--- config.mk ---
export PLATFORM = sky130hd
export DESIGN_NAME = msa_access
export DESIGN_NICKNAME = d
export VERILOG_FILES = /design/src/include/msa_pkg.sv /design/src/include/msa_lock_if.sv /design/src/msa_access.sv /design/src/msa_lock_unit.sv
export SDC_FILE = /design/constraint.sdc
export NUM_CORES = 1
export LEC_CHECK = 0
export BUFFER_PORTS_ARGS = -buffer_cell sky130_fd_sc_hd__clkbuf_2
export CAP_MARGIN = 20
export CORE_MARGIN = 3
export CORE_UTILIZATION = 25
export DETAILED_ROUTE_END_ITERATION = 8
export GPL_ROUTABILITY_DRIVEN = 0
export RECOVER_POWER = 25
export SLEW_MARGIN = 20
export SYNTH_ARGS = -nofsm -noshare
export SYNTH_HDL_FRONTEND = slang
export SYNTH_HIERARCHICAL = 1
export SYNTH_SLANG_ARGS = --single-unit
export TNS_END_PERCENT = 5
--- constraint.sdc ---
create_clock -name core_clk -period 4.4 [get_ports core_clk]
set_input_delay 0 -clock core_clk [delete_from_list [all_inputs] [get_ports core_clk]]
set_output_delay 0 -clock core_clk [all_outputs]
set_load 0.1 [all_outputs]
--- src/include/msa_pkg.sv ---
// Constants and types for the memory access and protection block.
// Assumes one core clock; every user imports the whole package.
package msa_pkg;
  localparam int          FW_W       = 16;
  localparam int          FA_W       = 17;
  localparam logic [16:0] APP_WORDS  = 17'h10000;
  localparam logic [16:0] BOOT_WORDS = 17'h01000;
  localparam int          DA_W       = 16;
  localparam logic [15:0] EE_BASE    = 16'h1000;
  localparam logic [15:0] EE_END     = 16'h1800;
  localparam logic [15:0] SRAM_BASE  = 16'h2000;
  localparam int          SRAM_BANK  = 12;
  localparam int          MST_N      = 3;
  localparam logic [7:0]  IO_DIR_MAX = 8'h3f;
  localparam logic [7:0]  IO_BIT_MAX = 8'h1f;
  localparam int          GPR_N      = 4;
  localparam int          LOCK_W     = 6;
  localparam logic [5:0]  LOCK_ERASED = 6'h3f;
  localparam int          LK_APP     = 0;
  localparam int          LK_TBL     = 2;
  localparam int          LK_BOOT    = 4;
  localparam logic [1:0]  LVL_OPEN   = 2'h3;
  localparam int          FUSE_W     = 8;
  localparam int          SIG_AW     = 8;
  localparam logic [7:0]  CAL_BASE   = 8'h00;
  localparam int          CAL_N      = 4;
  localparam logic [1:0]  LAT_IO     = 2'h1;
  localparam logic [1:0]  LAT_SR_WR  = 2'h1;
  localparam logic [1:0]  LAT_SR_RD  = 2'h2;
  localparam logic [1:0]  LAT_EE_WR  = 2'h1;
  localparam logic [1:0]  LAT_EE_RD  = 2'h3;
  localparam logic [1:0]  CAL_ISSUE  = 2'h0;
  localparam logic [1:0]  CAL_TAKE   = 2'h2;
  localparam int          DEV_ID_W   = 24;
  localparam int          REV_W      = 4;

  typedef enum logic [2:0] {NC_READ, NC_WRITE, NC_ERASE, NC_CHIP_ERASE,
                            NC_USR_ERASE} msa_cmd_e;
  typedef enum logic [2:0] {NT_FLASH, NT_USR_SIG, NT_PROD_SIG, NT_FUSE,
                            NT_LOCK} msa_tgt_e;
  typedef enum logic [1:0] {MS_IO, MS_EE, MS_SR0, MS_SR1} msa_set_e;
  typedef enum logic [2:0] {IO_IN, IO_OUT, IO_SET, IO_CLR, IO_TST} msa_iok_e;
  typedef enum logic [1:0] {CL_OTHER, CL_CLK, CL_EVS, CL_WEX} msa_cls_e;
endpackage

--- src/include/msa_lock_if.sv ---
// Link between the access controller and its lock-bit store.
// Assumes both ends run on core_clk.
`timescale 1ns/100ps
interface msa_lock_if;
  import msa_pkg::*;
  logic              load;
  logic [LOCK_W-1:0] nv;
  logic              wr;
  logic [LOCK_W-1:0] wval;
  logic              clr;
  logic [LOCK_W-1:0] cur;
  logic              loose;
  modport ctrl (output load, nv, wr, wval, clr, input cur, loose);
  modport unit (input load, nv, wr, wval, clr, output cur, loose);
endinterface

--- src/msa_access.sv ---
// Memory section access and protection controller.
// Assumes all inputs come from logic on core_clk; no pin crossing.
// Function
// - Flash store only from boot section or programmer
// - Boot flash store reaches all flash
// - Flash location is one 16-bit word
// - Separate lock levels per flash section
// - Table section: top of app, own lock
// - Production signature row never written, readable
// - Calibration copied at reset
// - Three-byte device ID and revision register
// - User row writable, survives chip erase
// - Fuses written only by programmer
// - Lock writes only tighten protection
// - Chip erase clears locks last
// - Unprogrammed bit reads one
// - EEPROM mapped at 0x1000 when selected
// - Direct I/O to 0x3f, bits 0x1f
// - Four bit-accessible general purpose registers
// - Four memory sets, parallel masters
// - I/O and SRAM access timing
// - EEPROM access timing
// - Software JTAG disable until a write of zero or reset
// - I/O lock blocks covered writes
// - I/O lock written only when unlocked
`timescale 1ns/100ps
module msa_access
  import msa_pkg::*;
#(
  parameter logic [16:0]         APP_W  = APP_WORDS,
  parameter logic [16:0]         BOOT_W = BOOT_WORDS,
  parameter int                  CAL_NUM = CAL_N,
  // Arbitrary identity values
  parameter logic [DEV_ID_W-1:0] DEV_ID = 24'h5a3c01,
  parameter logic [REV_W-1:0]    REV_ID = 4'h1
)
(
  input  wire logic                      core_clk,
  input  wire logic                      rst,
  input  wire logic                      clk_en,
  input  wire logic                      nvm_req,
  input  wire logic                      nvm_prog,
  input  wire msa_cmd_e                  nvm_cmd,
  input  wire msa_tgt_e                  nvm_tgt,
  input  wire logic [FA_W-1:0]           nvm_pc,
  input  wire logic [FA_W-1:0]           nvm_addr,
  input  wire logic [FW_W-1:0]           nvm_wdata,
  input  wire logic                      nvm_done,
  input  wire logic [LOCK_W-1:0]         lock_nv,
  input  wire logic [FUSE_W-1:0]         fuse_nv,
  input  wire logic [7:0]                sig_rd_data,
  input  wire logic                      ee_map,
  input  wire logic [MST_N-1:0]          m_req,
  input  wire logic [MST_N-1:0]          m_we,
  input  wire logic [MST_N-1:0]          m_burst,
  input  wire logic [MST_N-1:0][DA_W-1:0] m_addr,
  input  wire logic                      iop_req,
  input  wire msa_iok_e                  iop_kind,
  input  wire logic [7:0]                iop_addr,
  input  wire logic [2:0]                iop_bit,
  input  wire logic [7:0]                iop_wdata,
  input  wire logic                      io_wr_req,
  input  wire msa_cls_e                  io_wr_cls,
  input  wire logic                      prot_wr,
  input  wire logic [2:0]                prot_val,
  input  wire logic                      ccp_open,
  input  wire logic                      jtag_ctl_wr,
  input  wire logic                      jtag_ctl_dis,
  input  wire logic                      jtag_ext_req,
  output logic                           nvm_go,
  output msa_cmd_e                       nvm_go_cmd,
  output msa_tgt_e                       nvm_go_tgt,
  output logic [FA_W-1:0]                nvm_go_addr,
  output logic [FW_W-1:0]                nvm_go_data,
  output logic                           nvm_deny,
  output logic                           nvm_busy,
  output logic [LOCK_W-1:0]              lock_rd,
  output logic [FUSE_W-1:0]              fuse_rd,
  output logic [SIG_AW-1:0]              sig_rd_addr,
  output logic                           cal_we,
  output logic [SIG_AW-1:0]              cal_idx,
  output logic [7:0]                     cal_data,
  output logic                           cpu_hold,
  output logic [DEV_ID_W-1:0]            dev_id,
  output logic [REV_W-1:0]               rev_id,
  output logic [MST_N-1:0]               m_gnt,
  output logic [MST_N-1:0]               m_ack,
  output logic                           iop_ok,
  output logic                           iop_fault,
  output logic [7:0]                     iop_rdata,
  output logic                           iop_tst,
  output logic [GPR_N-1:0][7:0]          gpr,
  output logic                           io_wr_ok,
  output logic [2:0]                     prot_lock,
  output logic                           jtag_off,
  output logic                           jtag_ext_ok
);
  if (CAL_NUM < 1 || CAL_NUM > 2 ** SIG_AW)
    $error("CAL_NUM out of range");
  if (BOOT_W == 17'h0 || BOOT_W > APP_W)
    $error("boot size must be nonzero and fit the application");

  typedef enum logic [2:0] {ST_LOAD, ST_CAL, ST_IDLE, ST_ERASE} msa_st_e;

  typedef struct packed {
    msa_st_e                 st;
    logic [1:0]              cal_ph;
    logic [SIG_AW-1:0]       cal_n;
    logic [SIG_AW-1:0]       sig_addr;
    logic                    cal_we;
    logic [SIG_AW-1:0]       cal_idx;
    logic [7:0]              cal_data;
    logic                    hold;
    logic                    busy;
    logic                    go;
    msa_cmd_e                go_cmd;
    msa_tgt_e                go_tgt;
    logic [FA_W-1:0]         go_addr;
    logic [FW_W-1:0]         go_data;
    logic                    deny;
    logic [FUSE_W-1:0]       fuse;
    logic [MST_N-1:0]        gnt;
    logic [MST_N-1:0][2:0]   pipe;
    logic [MST_N-1:0]        last;
    logic [GPR_N-1:0][7:0]   gpr;
    logic                    iop_ok;
    logic                    iop_fault;
    logic [7:0]              iop_rdata;
    logic                    iop_tst;
    logic                    io_ok;
    logic [2:0]              prot;
    logic                    jtag_off;
    logic                    jtag_ok;
    logic [DEV_ID_W-1:0]     dev_id;
    logic [REV_W-1:0]        rev_id;
  } msa_st_s;

  msa_st_s s;
  msa_st_s next_s;
  msa_lock_if lk ();

  msa_lock_unit u_lock (
    .core_clk (core_clk),
    .rst      (rst),
    .clk_en   (clk_en),
    .lk       (lk.unit)
  );

  function automatic logic in_boot(input logic [FA_W-1:0] a);
    return a >= APP_W;
  endfunction

  function automatic logic [1:0] lvl_of(input logic [LOCK_W-1:0] l,
                                        input logic [FA_W-1:0] a);
    if (in_boot(a))
      return l[LK_BOOT +: 2];
    else if (a >= APP_W - BOOT_W)
      return l[LK_TBL +: 2];
    else
      return l[LK_APP +: 2];
  endfunction

  function automatic msa_set_e dsel(input logic [DA_W-1:0] a, input logic map);
    if (a >= SRAM_BASE)
      return a[SRAM_BANK] ? MS_SR1 : MS_SR0;
    else if (map && a >= EE_BASE && a < EE_END)
      return MS_EE;
    else
      return MS_IO;
  endfunction

  // Latency in cycles from request to ack
  function automatic logic [1:0] lat(input msa_set_e t, input logic we);
    case (t)
      MS_IO: return LAT_IO;
      MS_EE: return we ? LAT_EE_WR : LAT_EE_RD;
      default: return we ? LAT_SR_WR : LAT_SR_RD;
    endcase
  endfunction

  logic                   nvm_ok;
  logic [MST_N-1:0][1:0]  lat_v;
  logic [MST_N-1:0]       acc;
  logic [3:0]             taken;

  // Request screening
  always_comb
  begin
    nvm_ok = 1'b0;
    case (nvm_cmd)
      NC_READ:
        nvm_ok = 1'b1;
      NC_WRITE, NC_ERASE:
        case (nvm_tgt)
          NT_FLASH:
            nvm_ok = (nvm_prog || in_boot(nvm_pc))
                     && lvl_of(lk.cur, nvm_addr) == LVL_OPEN;
          NT_USR_SIG:
            nvm_ok = 1'b1;
          NT_FUSE:
            nvm_ok = nvm_prog && nvm_cmd == NC_WRITE;
          NT_LOCK:
            nvm_ok = nvm_cmd == NC_WRITE && !lk.loose;
          default:
            nvm_ok = 1'b0;
        endcase
      NC_CHIP_ERASE:
        nvm_ok = nvm_prog;
      NC_USR_ERASE:
        nvm_ok = nvm_tgt == NT_USR_SIG;
      default:
        nvm_ok = 1'b0;
    endcase
  end

  // Lock store control
  assign lk.nv   = lock_nv;
  assign lk.load = s.st == ST_LOAD;
  assign lk.wval = nvm_wdata[LOCK_W-1:0];
  assign lk.wr   = s.st == ST_IDLE && nvm_req && nvm_ok && nvm_tgt == NT_LOCK
                   && nvm_cmd == NC_WRITE;
  assign lk.clr  = s.st == ST_ERASE && nvm_done;

  always_comb
  begin
    next_s = s;
    next_s.go      = 1'b0;
    next_s.deny    = 1'b0;
    next_s.cal_we  = 1'b0;
    next_s.iop_ok  = 1'b0;
    next_s.iop_fault = 1'b0;
    next_s.iop_tst = 1'b0;
    next_s.io_ok   = 1'b0;
    next_s.jtag_ok = 1'b0;
    taken = 4'h0;
    lat_v = '0;
    acc   = '0;

    case (s.st)
      ST_LOAD:
      begin
        // Nonvolatile settings taken after reset release
        next_s.fuse = fuse_nv;
        next_s.st   = ST_CAL;
      end
      ST_CAL:
      begin
        next_s.cal_ph = s.cal_ph + 2'h1;
        if (s.cal_ph == CAL_ISSUE)
          next_s.sig_addr = CAL_BASE + s.cal_n;
        if (s.cal_ph == CAL_TAKE)
        begin
          next_s.cal_ph   = CAL_ISSUE;
          next_s.cal_we   = 1'b1;
          next_s.cal_idx  = s.cal_n;
          next_s.cal_data = sig_rd_data;
          next_s.cal_n    = s.cal_n + 1'b1;
          if (s.cal_n == SIG_AW'(CAL_NUM - 1))
          begin
            next_s.st   = ST_IDLE;
            next_s.hold = 1'b0;
          end
        end
      end
      ST_IDLE:
        if (nvm_req)
        begin
          next_s.go      = nvm_ok;
          next_s.deny    = !nvm_ok;
          next_s.go_cmd  = nvm_cmd;
          next_s.go_tgt  = nvm_tgt;
          next_s.go_addr = nvm_addr;
          next_s.go_data = nvm_wdata;
          if (nvm_ok && nvm_cmd == NC_CHIP_ERASE)
          begin
            next_s.go_tgt = NT_FLASH;
            next_s.st     = ST_ERASE;
          end
        end
      ST_ERASE:
      begin
        // Busy while flash is erased; the lock store clears on done
        next_s.deny = nvm_req;
        if (nvm_done)
          next_s.st = ST_IDLE;
      end
      default:
        next_s.st = ST_LOAD;
    endcase
    if (s.st != ST_IDLE && s.st != ST_ERASE)
      next_s.deny = nvm_req;

    for (int i = 0; i < MST_N; i++)
    begin
      lat_v[i] = lat(dsel(m_addr[i], ee_map), m_we[i]);
      if (m_burst[i])
        acc[i] = !(dsel(m_addr[i], ee_map) == MS_EE && s.last[i]);
      else
        acc[i] = s.pipe[i][2:1] == 2'h0;
      acc[i] = acc[i] && m_req[i] && !taken[dsel(m_addr[i], ee_map)];
      if (acc[i])
        taken[dsel(m_addr[i], ee_map)] = 1'b1;
      next_s.gnt[i]  = acc[i];
      next_s.last[i] = acc[i];
      next_s.pipe[i] = (s.pipe[i] >> 1) | (acc[i] ? 3'h1 << (lat_v[i] - 2'h1) : 3'h0);
    end

    if (iop_req)
    begin
      if (iop_kind == IO_IN || iop_kind == IO_OUT)
        next_s.iop_ok = iop_addr <= IO_DIR_MAX;
      else
        next_s.iop_ok = iop_addr <= IO_BIT_MAX;
      next_s.iop_fault = !next_s.iop_ok;
      next_s.iop_rdata = 8'h00;
      if (next_s.iop_ok && iop_addr < 8'(GPR_N))
        case (iop_kind)
          IO_IN:  next_s.iop_rdata = s.gpr[iop_addr[1:0]];
          IO_OUT: next_s.gpr[iop_addr[1:0]] = iop_wdata;
          IO_SET: next_s.gpr[iop_addr[1:0]][iop_bit] = 1'b1;
          IO_CLR: next_s.gpr[iop_addr[1:0]][iop_bit] = 1'b0;
          IO_TST: next_s.iop_tst = s.gpr[iop_addr[1:0]][iop_bit];
          default: next_s.iop_rdata = 8'h00;
        endcase
    end

    case (io_wr_cls)
      CL_CLK:  next_s.io_ok = io_wr_req && !s.prot[0];
      CL_EVS:  next_s.io_ok = io_wr_req && !s.prot[1];
      CL_WEX:  next_s.io_ok = io_wr_req && !s.prot[2];
      default: next_s.io_ok = io_wr_req;
    endcase
    if (prot_wr && ccp_open)
      next_s.prot = prot_val;

    if (jtag_ctl_wr)
      next_s.jtag_off = jtag_ctl_dis;
    next_s.jtag_ok = jtag_ext_req && !s.jtag_off;
    // Busy kept in a flop so the output is not a decode
    next_s.busy = next_s.st != ST_IDLE;
  end

  always_ff @(posedge core_clk)
  begin
    if (rst)
    begin
      s          <= '0;
      s.st       <= ST_LOAD;
      s.fuse     <= '1;
      s.hold     <= 1'b1;
      s.busy     <= 1'b1;
      s.go_cmd   <= NC_READ;
      s.go_tgt   <= NT_FLASH;
      s.dev_id   <= DEV_ID;
      s.rev_id   <= REV_ID;
    end
    else if (clk_en)
      s <= next_s;
  end

  assign nvm_go      = s.go;
  assign nvm_go_cmd  = s.go_cmd;
  assign nvm_go_tgt  = s.go_tgt;
  assign nvm_go_addr = s.go_addr;
  assign nvm_go_data = s.go_data;
  assign nvm_deny    = s.deny;
  assign nvm_busy    = s.busy;
  assign lock_rd     = lk.cur;
  assign fuse_rd     = s.fuse;
  assign sig_rd_addr = s.sig_addr;
  assign cal_we      = s.cal_we;
  assign cal_idx     = s.cal_idx;
  assign cal_data    = s.cal_data;
  assign cpu_hold    = s.hold;
  assign dev_id      = s.dev_id;
  assign rev_id      = s.rev_id;
  assign m_gnt       = s.gnt;
  assign iop_ok      = s.iop_ok;
  assign iop_fault   = s.iop_fault;
  assign iop_rdata   = s.iop_rdata;
  assign iop_tst     = s.iop_tst;
  assign gpr         = s.gpr;
  assign io_wr_ok    = s.io_ok;
  assign prot_lock   = s.prot;
  assign jtag_off    = s.jtag_off;
  assign jtag_ext_ok = s.jtag_ok;

  for (genvar g = 0; g < MST_N; g++)
  begin : g_ack
    assign m_ack[g] = s.pipe[g][0];
  end

  app_store_a: assert property (
    @(posedge core_clk) disable iff (rst)
    clk_en && s.st == ST_IDLE && nvm_req && !nvm_prog && nvm_tgt == NT_FLASH
    && nvm_cmd == NC_WRITE && !in_boot(nvm_pc) |=> nvm_deny && !nvm_go)
    else $error("flash store from application taken");
  prod_row_a: assert property (
    @(posedge core_clk) disable iff (rst)
    clk_en && nvm_req && nvm_tgt == NT_PROD_SIG
    && (nvm_cmd == NC_WRITE || nvm_cmd == NC_ERASE) |=> !nvm_go)
    else $error("production row write passed");
  fuse_sw_a: assert property (
    @(posedge core_clk) disable iff (rst)
    clk_en && nvm_req && !nvm_prog && nvm_tgt == NT_FUSE
    && nvm_cmd == NC_WRITE |=> !nvm_go)
    else $error("software fuse write passed");
  io_bit_a: assert property (
    @(posedge core_clk) disable iff (rst)
    clk_en && iop_req && iop_kind == IO_SET && iop_addr > IO_BIT_MAX
    |=> iop_fault && !iop_ok)
    else $error("bit op beyond range accepted");
  gpr_set_a: assert property (
    @(posedge core_clk) disable iff (rst)
    clk_en && iop_req && iop_kind == IO_SET && iop_addr < 8'(GPR_N)
    |=> gpr[$past(iop_addr[1:0])][$past(iop_bit)])
    else $error("bit set lost");
  jtag_block_a: assert property (
    @(posedge core_clk) disable iff (rst)
    clk_en && jtag_off && !jtag_ctl_wr |=> !jtag_ext_ok && jtag_off)
    else $error("JTAG access while disabled");
  io_lock_a: assert property (
    @(posedge core_clk) disable iff (rst)
    clk_en && io_wr_req && io_wr_cls == CL_CLK && prot_lock[0] |=> !io_wr_ok)
    else $error("locked clock register written");
  ccp_guard_a: assert property (
    @(posedge core_clk) disable iff (rst)
    clk_en && !(prot_wr && ccp_open) |=> $stable(prot_lock))
    else $error("I/O lock changed without unlock");
  sram_rd_a: assert property (
    @(posedge core_clk) disable iff (rst)
    clk_en && acc[0] && !m_we[0] && dsel(m_addr[0], ee_map) == MS_SR0
    ##1 clk_en |=> m_ack[0])
    else $error("SRAM read ack not after two cycles");
endmodule // msa_access

--- src/msa_lock_unit.sv ---
// Lock-bit store: one-way tightening, cleared only by erase or reset.
// Assumes the controller sequences load, write and clear.
`timescale 1ns/100ps
module msa_lock_unit
  import msa_pkg::*;
(
  input wire logic core_clk,
  input wire logic rst,
  input wire logic clk_en,
  msa_lock_if.unit lk
);
  typedef struct packed {
    logic [LOCK_W-1:0] cur;
  } msa_lk_s;

  msa_lk_s s;
  msa_lk_s next_s;

  assign lk.loose = |(lk.wval & ~s.cur);
  assign lk.cur   = s.cur;

  always_comb
  begin
    next_s = s;
    if (lk.clr)
      next_s.cur = LOCK_ERASED;
    else if (lk.load)
      next_s.cur = lk.nv;
    else if (lk.wr)
      next_s.cur = s.cur & lk.wval;
  end

  always_ff @(posedge core_clk)
  begin
    if (rst)
      s.cur <= LOCK_ERASED;
    else if (clk_en)
      s <= next_s;
  end

  lock_and_a: assert property (
    @(posedge core_clk) disable iff (rst)
    clk_en && lk.wr && !lk.clr && !lk.load |=> s.cur == ($past(s.cur) & $past(lk.wval)))
    else $error("lock write not an AND");
  lock_clr_a: assert property (
    @(posedge core_clk) disable iff (rst)
    clk_en && lk.clr |=> s.cur == LOCK_ERASED)
    else $error("lock erase did not clear");
endmodule // msa_lock_unit

==> results.sh <==
export IMPL_hold_viol_final=0
export IMPL_wl_per_cell_um=16.2
export IMPL_synthTopCellsByArea="dfxtp_1 37%, buf_4 13%, a21oi_1 10%, nand2_1 7.6%, mux2i_1 3.7%"
export IMPL_cts_tree="yes"
export IMPL_fin_util_pct=32.4
export IMPL_yosysWarningCount=6
export IMPL_clk_latency_ps=440
export IMPL_avgSynthCellArea_um2=8.05
export IMPL_die_height_um=190
export IMPL_start_kind="flip-flop"
export IMPL_syn_inst=1049
export IMPL_dr_pass1_iters=5
export IMPL_multiInputGateArea_um2=4070
export IMPL_post_place_ws_ps=1880
export IMPL_rows=66
export IMPL_path_clk_slew_ps=70
export IMPL_synth_flop_cell="dfxtp_1"
export IMPL_route_detailed_drc=0
export IMPL_synth_distinct_cells=69
export IMPL_grt_overflow_total=0
export IMPL_grt_pass1_wl_mm=42.8
export IMPL_required_ps=4720
export IMPL_cts_buffer_depth=2
export IMPL_syn_cell_area_um2=8440
export IMPL_setup_tns_ps=0
export IMPL_ir_worst_vdd_mv=0.278
export IMPL_antenna_found_initial=1
export IMPL_nets=1444
export IMPL_power_density_nw_per_um2=334
export IMPL_dr_total_vias=8078
export IMPL_postRouteWirelength_mm=27.8
export IMPL_setup_viol=0
export IMPL_worstPathMaxFanout=5
export IMPL_via_per_inst=4.69
export IMPL_max_stage_delay_ps=630
export IMPL_cp_end_kind="flip-flop"
export IMPL_hp_class="input pin to flip-flop"
export IMPL_drt_iter0_markers=595
export IMPL_rsz0062_at_grt="no"
export IMPL_maxCapViolations=0
export IMPL_io_pins=341
export IMPL_critPathSlowestCell="or4b_2"
export IMPL_synth_top_area_share_pct=37.0
export IMPL_grt_pass1_vias=7826
export IMPL_drive_gt1_share_pct=20.2
export IMPL_fillers=3447
export IMPL_layout_setup_ws_ps=1920
export IMPL_slew_limit_headroom_pct=17.1
export IMPL_drv_slew=0
export IMPL_insertedDiodeCount=0
export IMPL_status="completed"
export IMPL_root_buffer="clkbuf_16"
export IMPL_synth_top_area_cell="dfxtp_1"
export IMPL_postCtsSetupRepairBufs=0
export IMPL_path_buf_inv=0
export IMPL_tightest_slew_ps=1250
export IMPL_grt_max_degree=95
export IMPL_port_buffer_count=263
export IMPL_syn_to_final_growth_pct=26.5
export IMPL_ff_latch_area_um2=3120
export IMPL_die_x_um=190
export IMPL_fin_skew_ps=9.33
export IMPL_synth_edf_count=0
export IMPL_die_area_um2=36000
export IMPL_clock_sinks=156
export IMPL_synth_async_sr_flop_share_pct=0
export IMPL_period_minus_slack_ps=2480
export IMPL_fin_crit_sh_pct=56.4
export IMPL_initial_utilization_pct=25.6
export IMPL_ys_seq_area_share_pct=37.0
export IMPL_crit_family="simple AND/OR/NAND/NOR gates"
export IMPL_fmax_mhz=403
export IMPL_track_usage_pct=15.0
export IMPL_critPathArrivalTime_ps=2800
export IMPL_cts_made_buffers=17
export IMPL_hpwl_mm=19.2
export IMPL_final_antenna_net_count=0
export IMPL_design_core_area_um2=32900
export IMPL_path_class="flip-flop to flip-flop"
export IMPL_leakage_nw=4.26
export IMPL_yosys_cell_count_top_type="a21oi_1"
export IMPL_cts_max_level=4
export IMPL_postSynthRegisterBits=156
export IMPL_whs_ps=28.7
export IMPL_synthTopCellsByCount="174 x a21oi_1, 170 x nand2_1, 156 x dfxtp_1, 149 x buf_4, 63 x nor2_1"
export IMPL_crit_path_cell_trace="ha_1 > or4b_2 > nor4_1 > o22ai_1 > o32ai_1 > nand2b_1"
timing repair:
item	4_1_cts	5_1_grt
hold buffers	103	0
gates resized for setup	0	0
endpoints found under the hold margin	107	0
through the flow:
stage               total power, W  instances  area (um^2)
floorplan                  0.00192       1075         8540
global placement           0.00203       1587         9160
detailed placement         0.00203       1587         9160
CTS                        0.00361       1721        10800
global route               0.00371       1721        10700
finish                     0.00356       1721        10700
power breakdown:
group	internal [W]	switching [W]	leakage (nW)	total (W)
Combinational	0.000185	0.000447	2.72	0.000632
Sequential	0.00143	0.0000162	1.26	0.00145
Clock	0.000863	0.000621	0.276	0.00148
cells in the final DEF (no fill, tap or decap), types with 6 or more instances in the layout:
| master | n |
|---|---|
| o21ai_0 | 15 |
| nor3_1 | 10 |
| buf_4 | 10 |
| nand3b_1 | 13 |
| clkbuf_16 | 17 |
| nand4_1 | 8 |
| clkbuf_2 | 190 |
| xor2_1 | 7 |
| dfxtp_1 | 156 |
| conb_1 | 28 |
| a21o_1 | 11 |
| nand2b_1 | 15 |
| inv_1 | 9 |
| clkbuf_1 | 74 |
| a21oi_1 | 174 |
| nor2_1 | 63 |
| a211oi_1 | 36 |
| mux2i_1 | 31 |
| nand2_1 | 170 |
| dlygate4sd3_1 | 103 |
| nor2b_1 | 10 |
| a21o_2 | 6 |
| mux2_2 | 6 |
| nand3_1 | 13 |
cell families after synthesis:
family                   Yosys count  share of synthesized area, %
AND/OR/NAND/NOR                  337                          19.2
XOR/XNOR                          10                          1.04
multiplexers                      41                          5.54
buffers and inverters            211                          16.1
adder cells (fa/ha/maj)            1                         0.148
other                              2                        0.0889
flip-flops                       156                          37.0
AO/OA/AOI/OAI                    291                          20.8
layer usage:
layer / vias up / GRT usage (%) / wire [um]
li1: 3938 / - / -
met3: 57 / 4.40 / 2220
met2: 371 / 25.8 / 13400
met4: 2 / 5.49 / 705
met1: 3710 / 17.6 / 11500
met5: - / 0 / 13
worst register-to-register path, stage by stage, from the launching register on:
cell	delay, ps
dfxtp_1	420
ha_1	250
or4b_2	630
nor4_1	500
o22ai_1	200
o32ai_1	300
nand2b_1	80
area by class of cell:
class	count	area share (%)
Multi-Input combinational cell	708	38.1
Timing Repair Buffer	375	21.8
Clock inverter	10	1.08
Sequential cell	156	29.2
Clock buffer	21	4.31
Tap cell	442	5.18
Inverter	9	0.316
final timing paths:
path	slack, ps	from	cells after the start	end
worst min-delay path	30	nvm_req	4	nvm_deny
worst min register to register	450	nvm_go_data[0]	2	nvm_go_data[0]
worst max-delay path	1920	s[168]	6	nvm_busy
worst max register to register	1920	s[168]	6	nvm_busy
No activity file was read; power rests on OpenSTA's default activity.
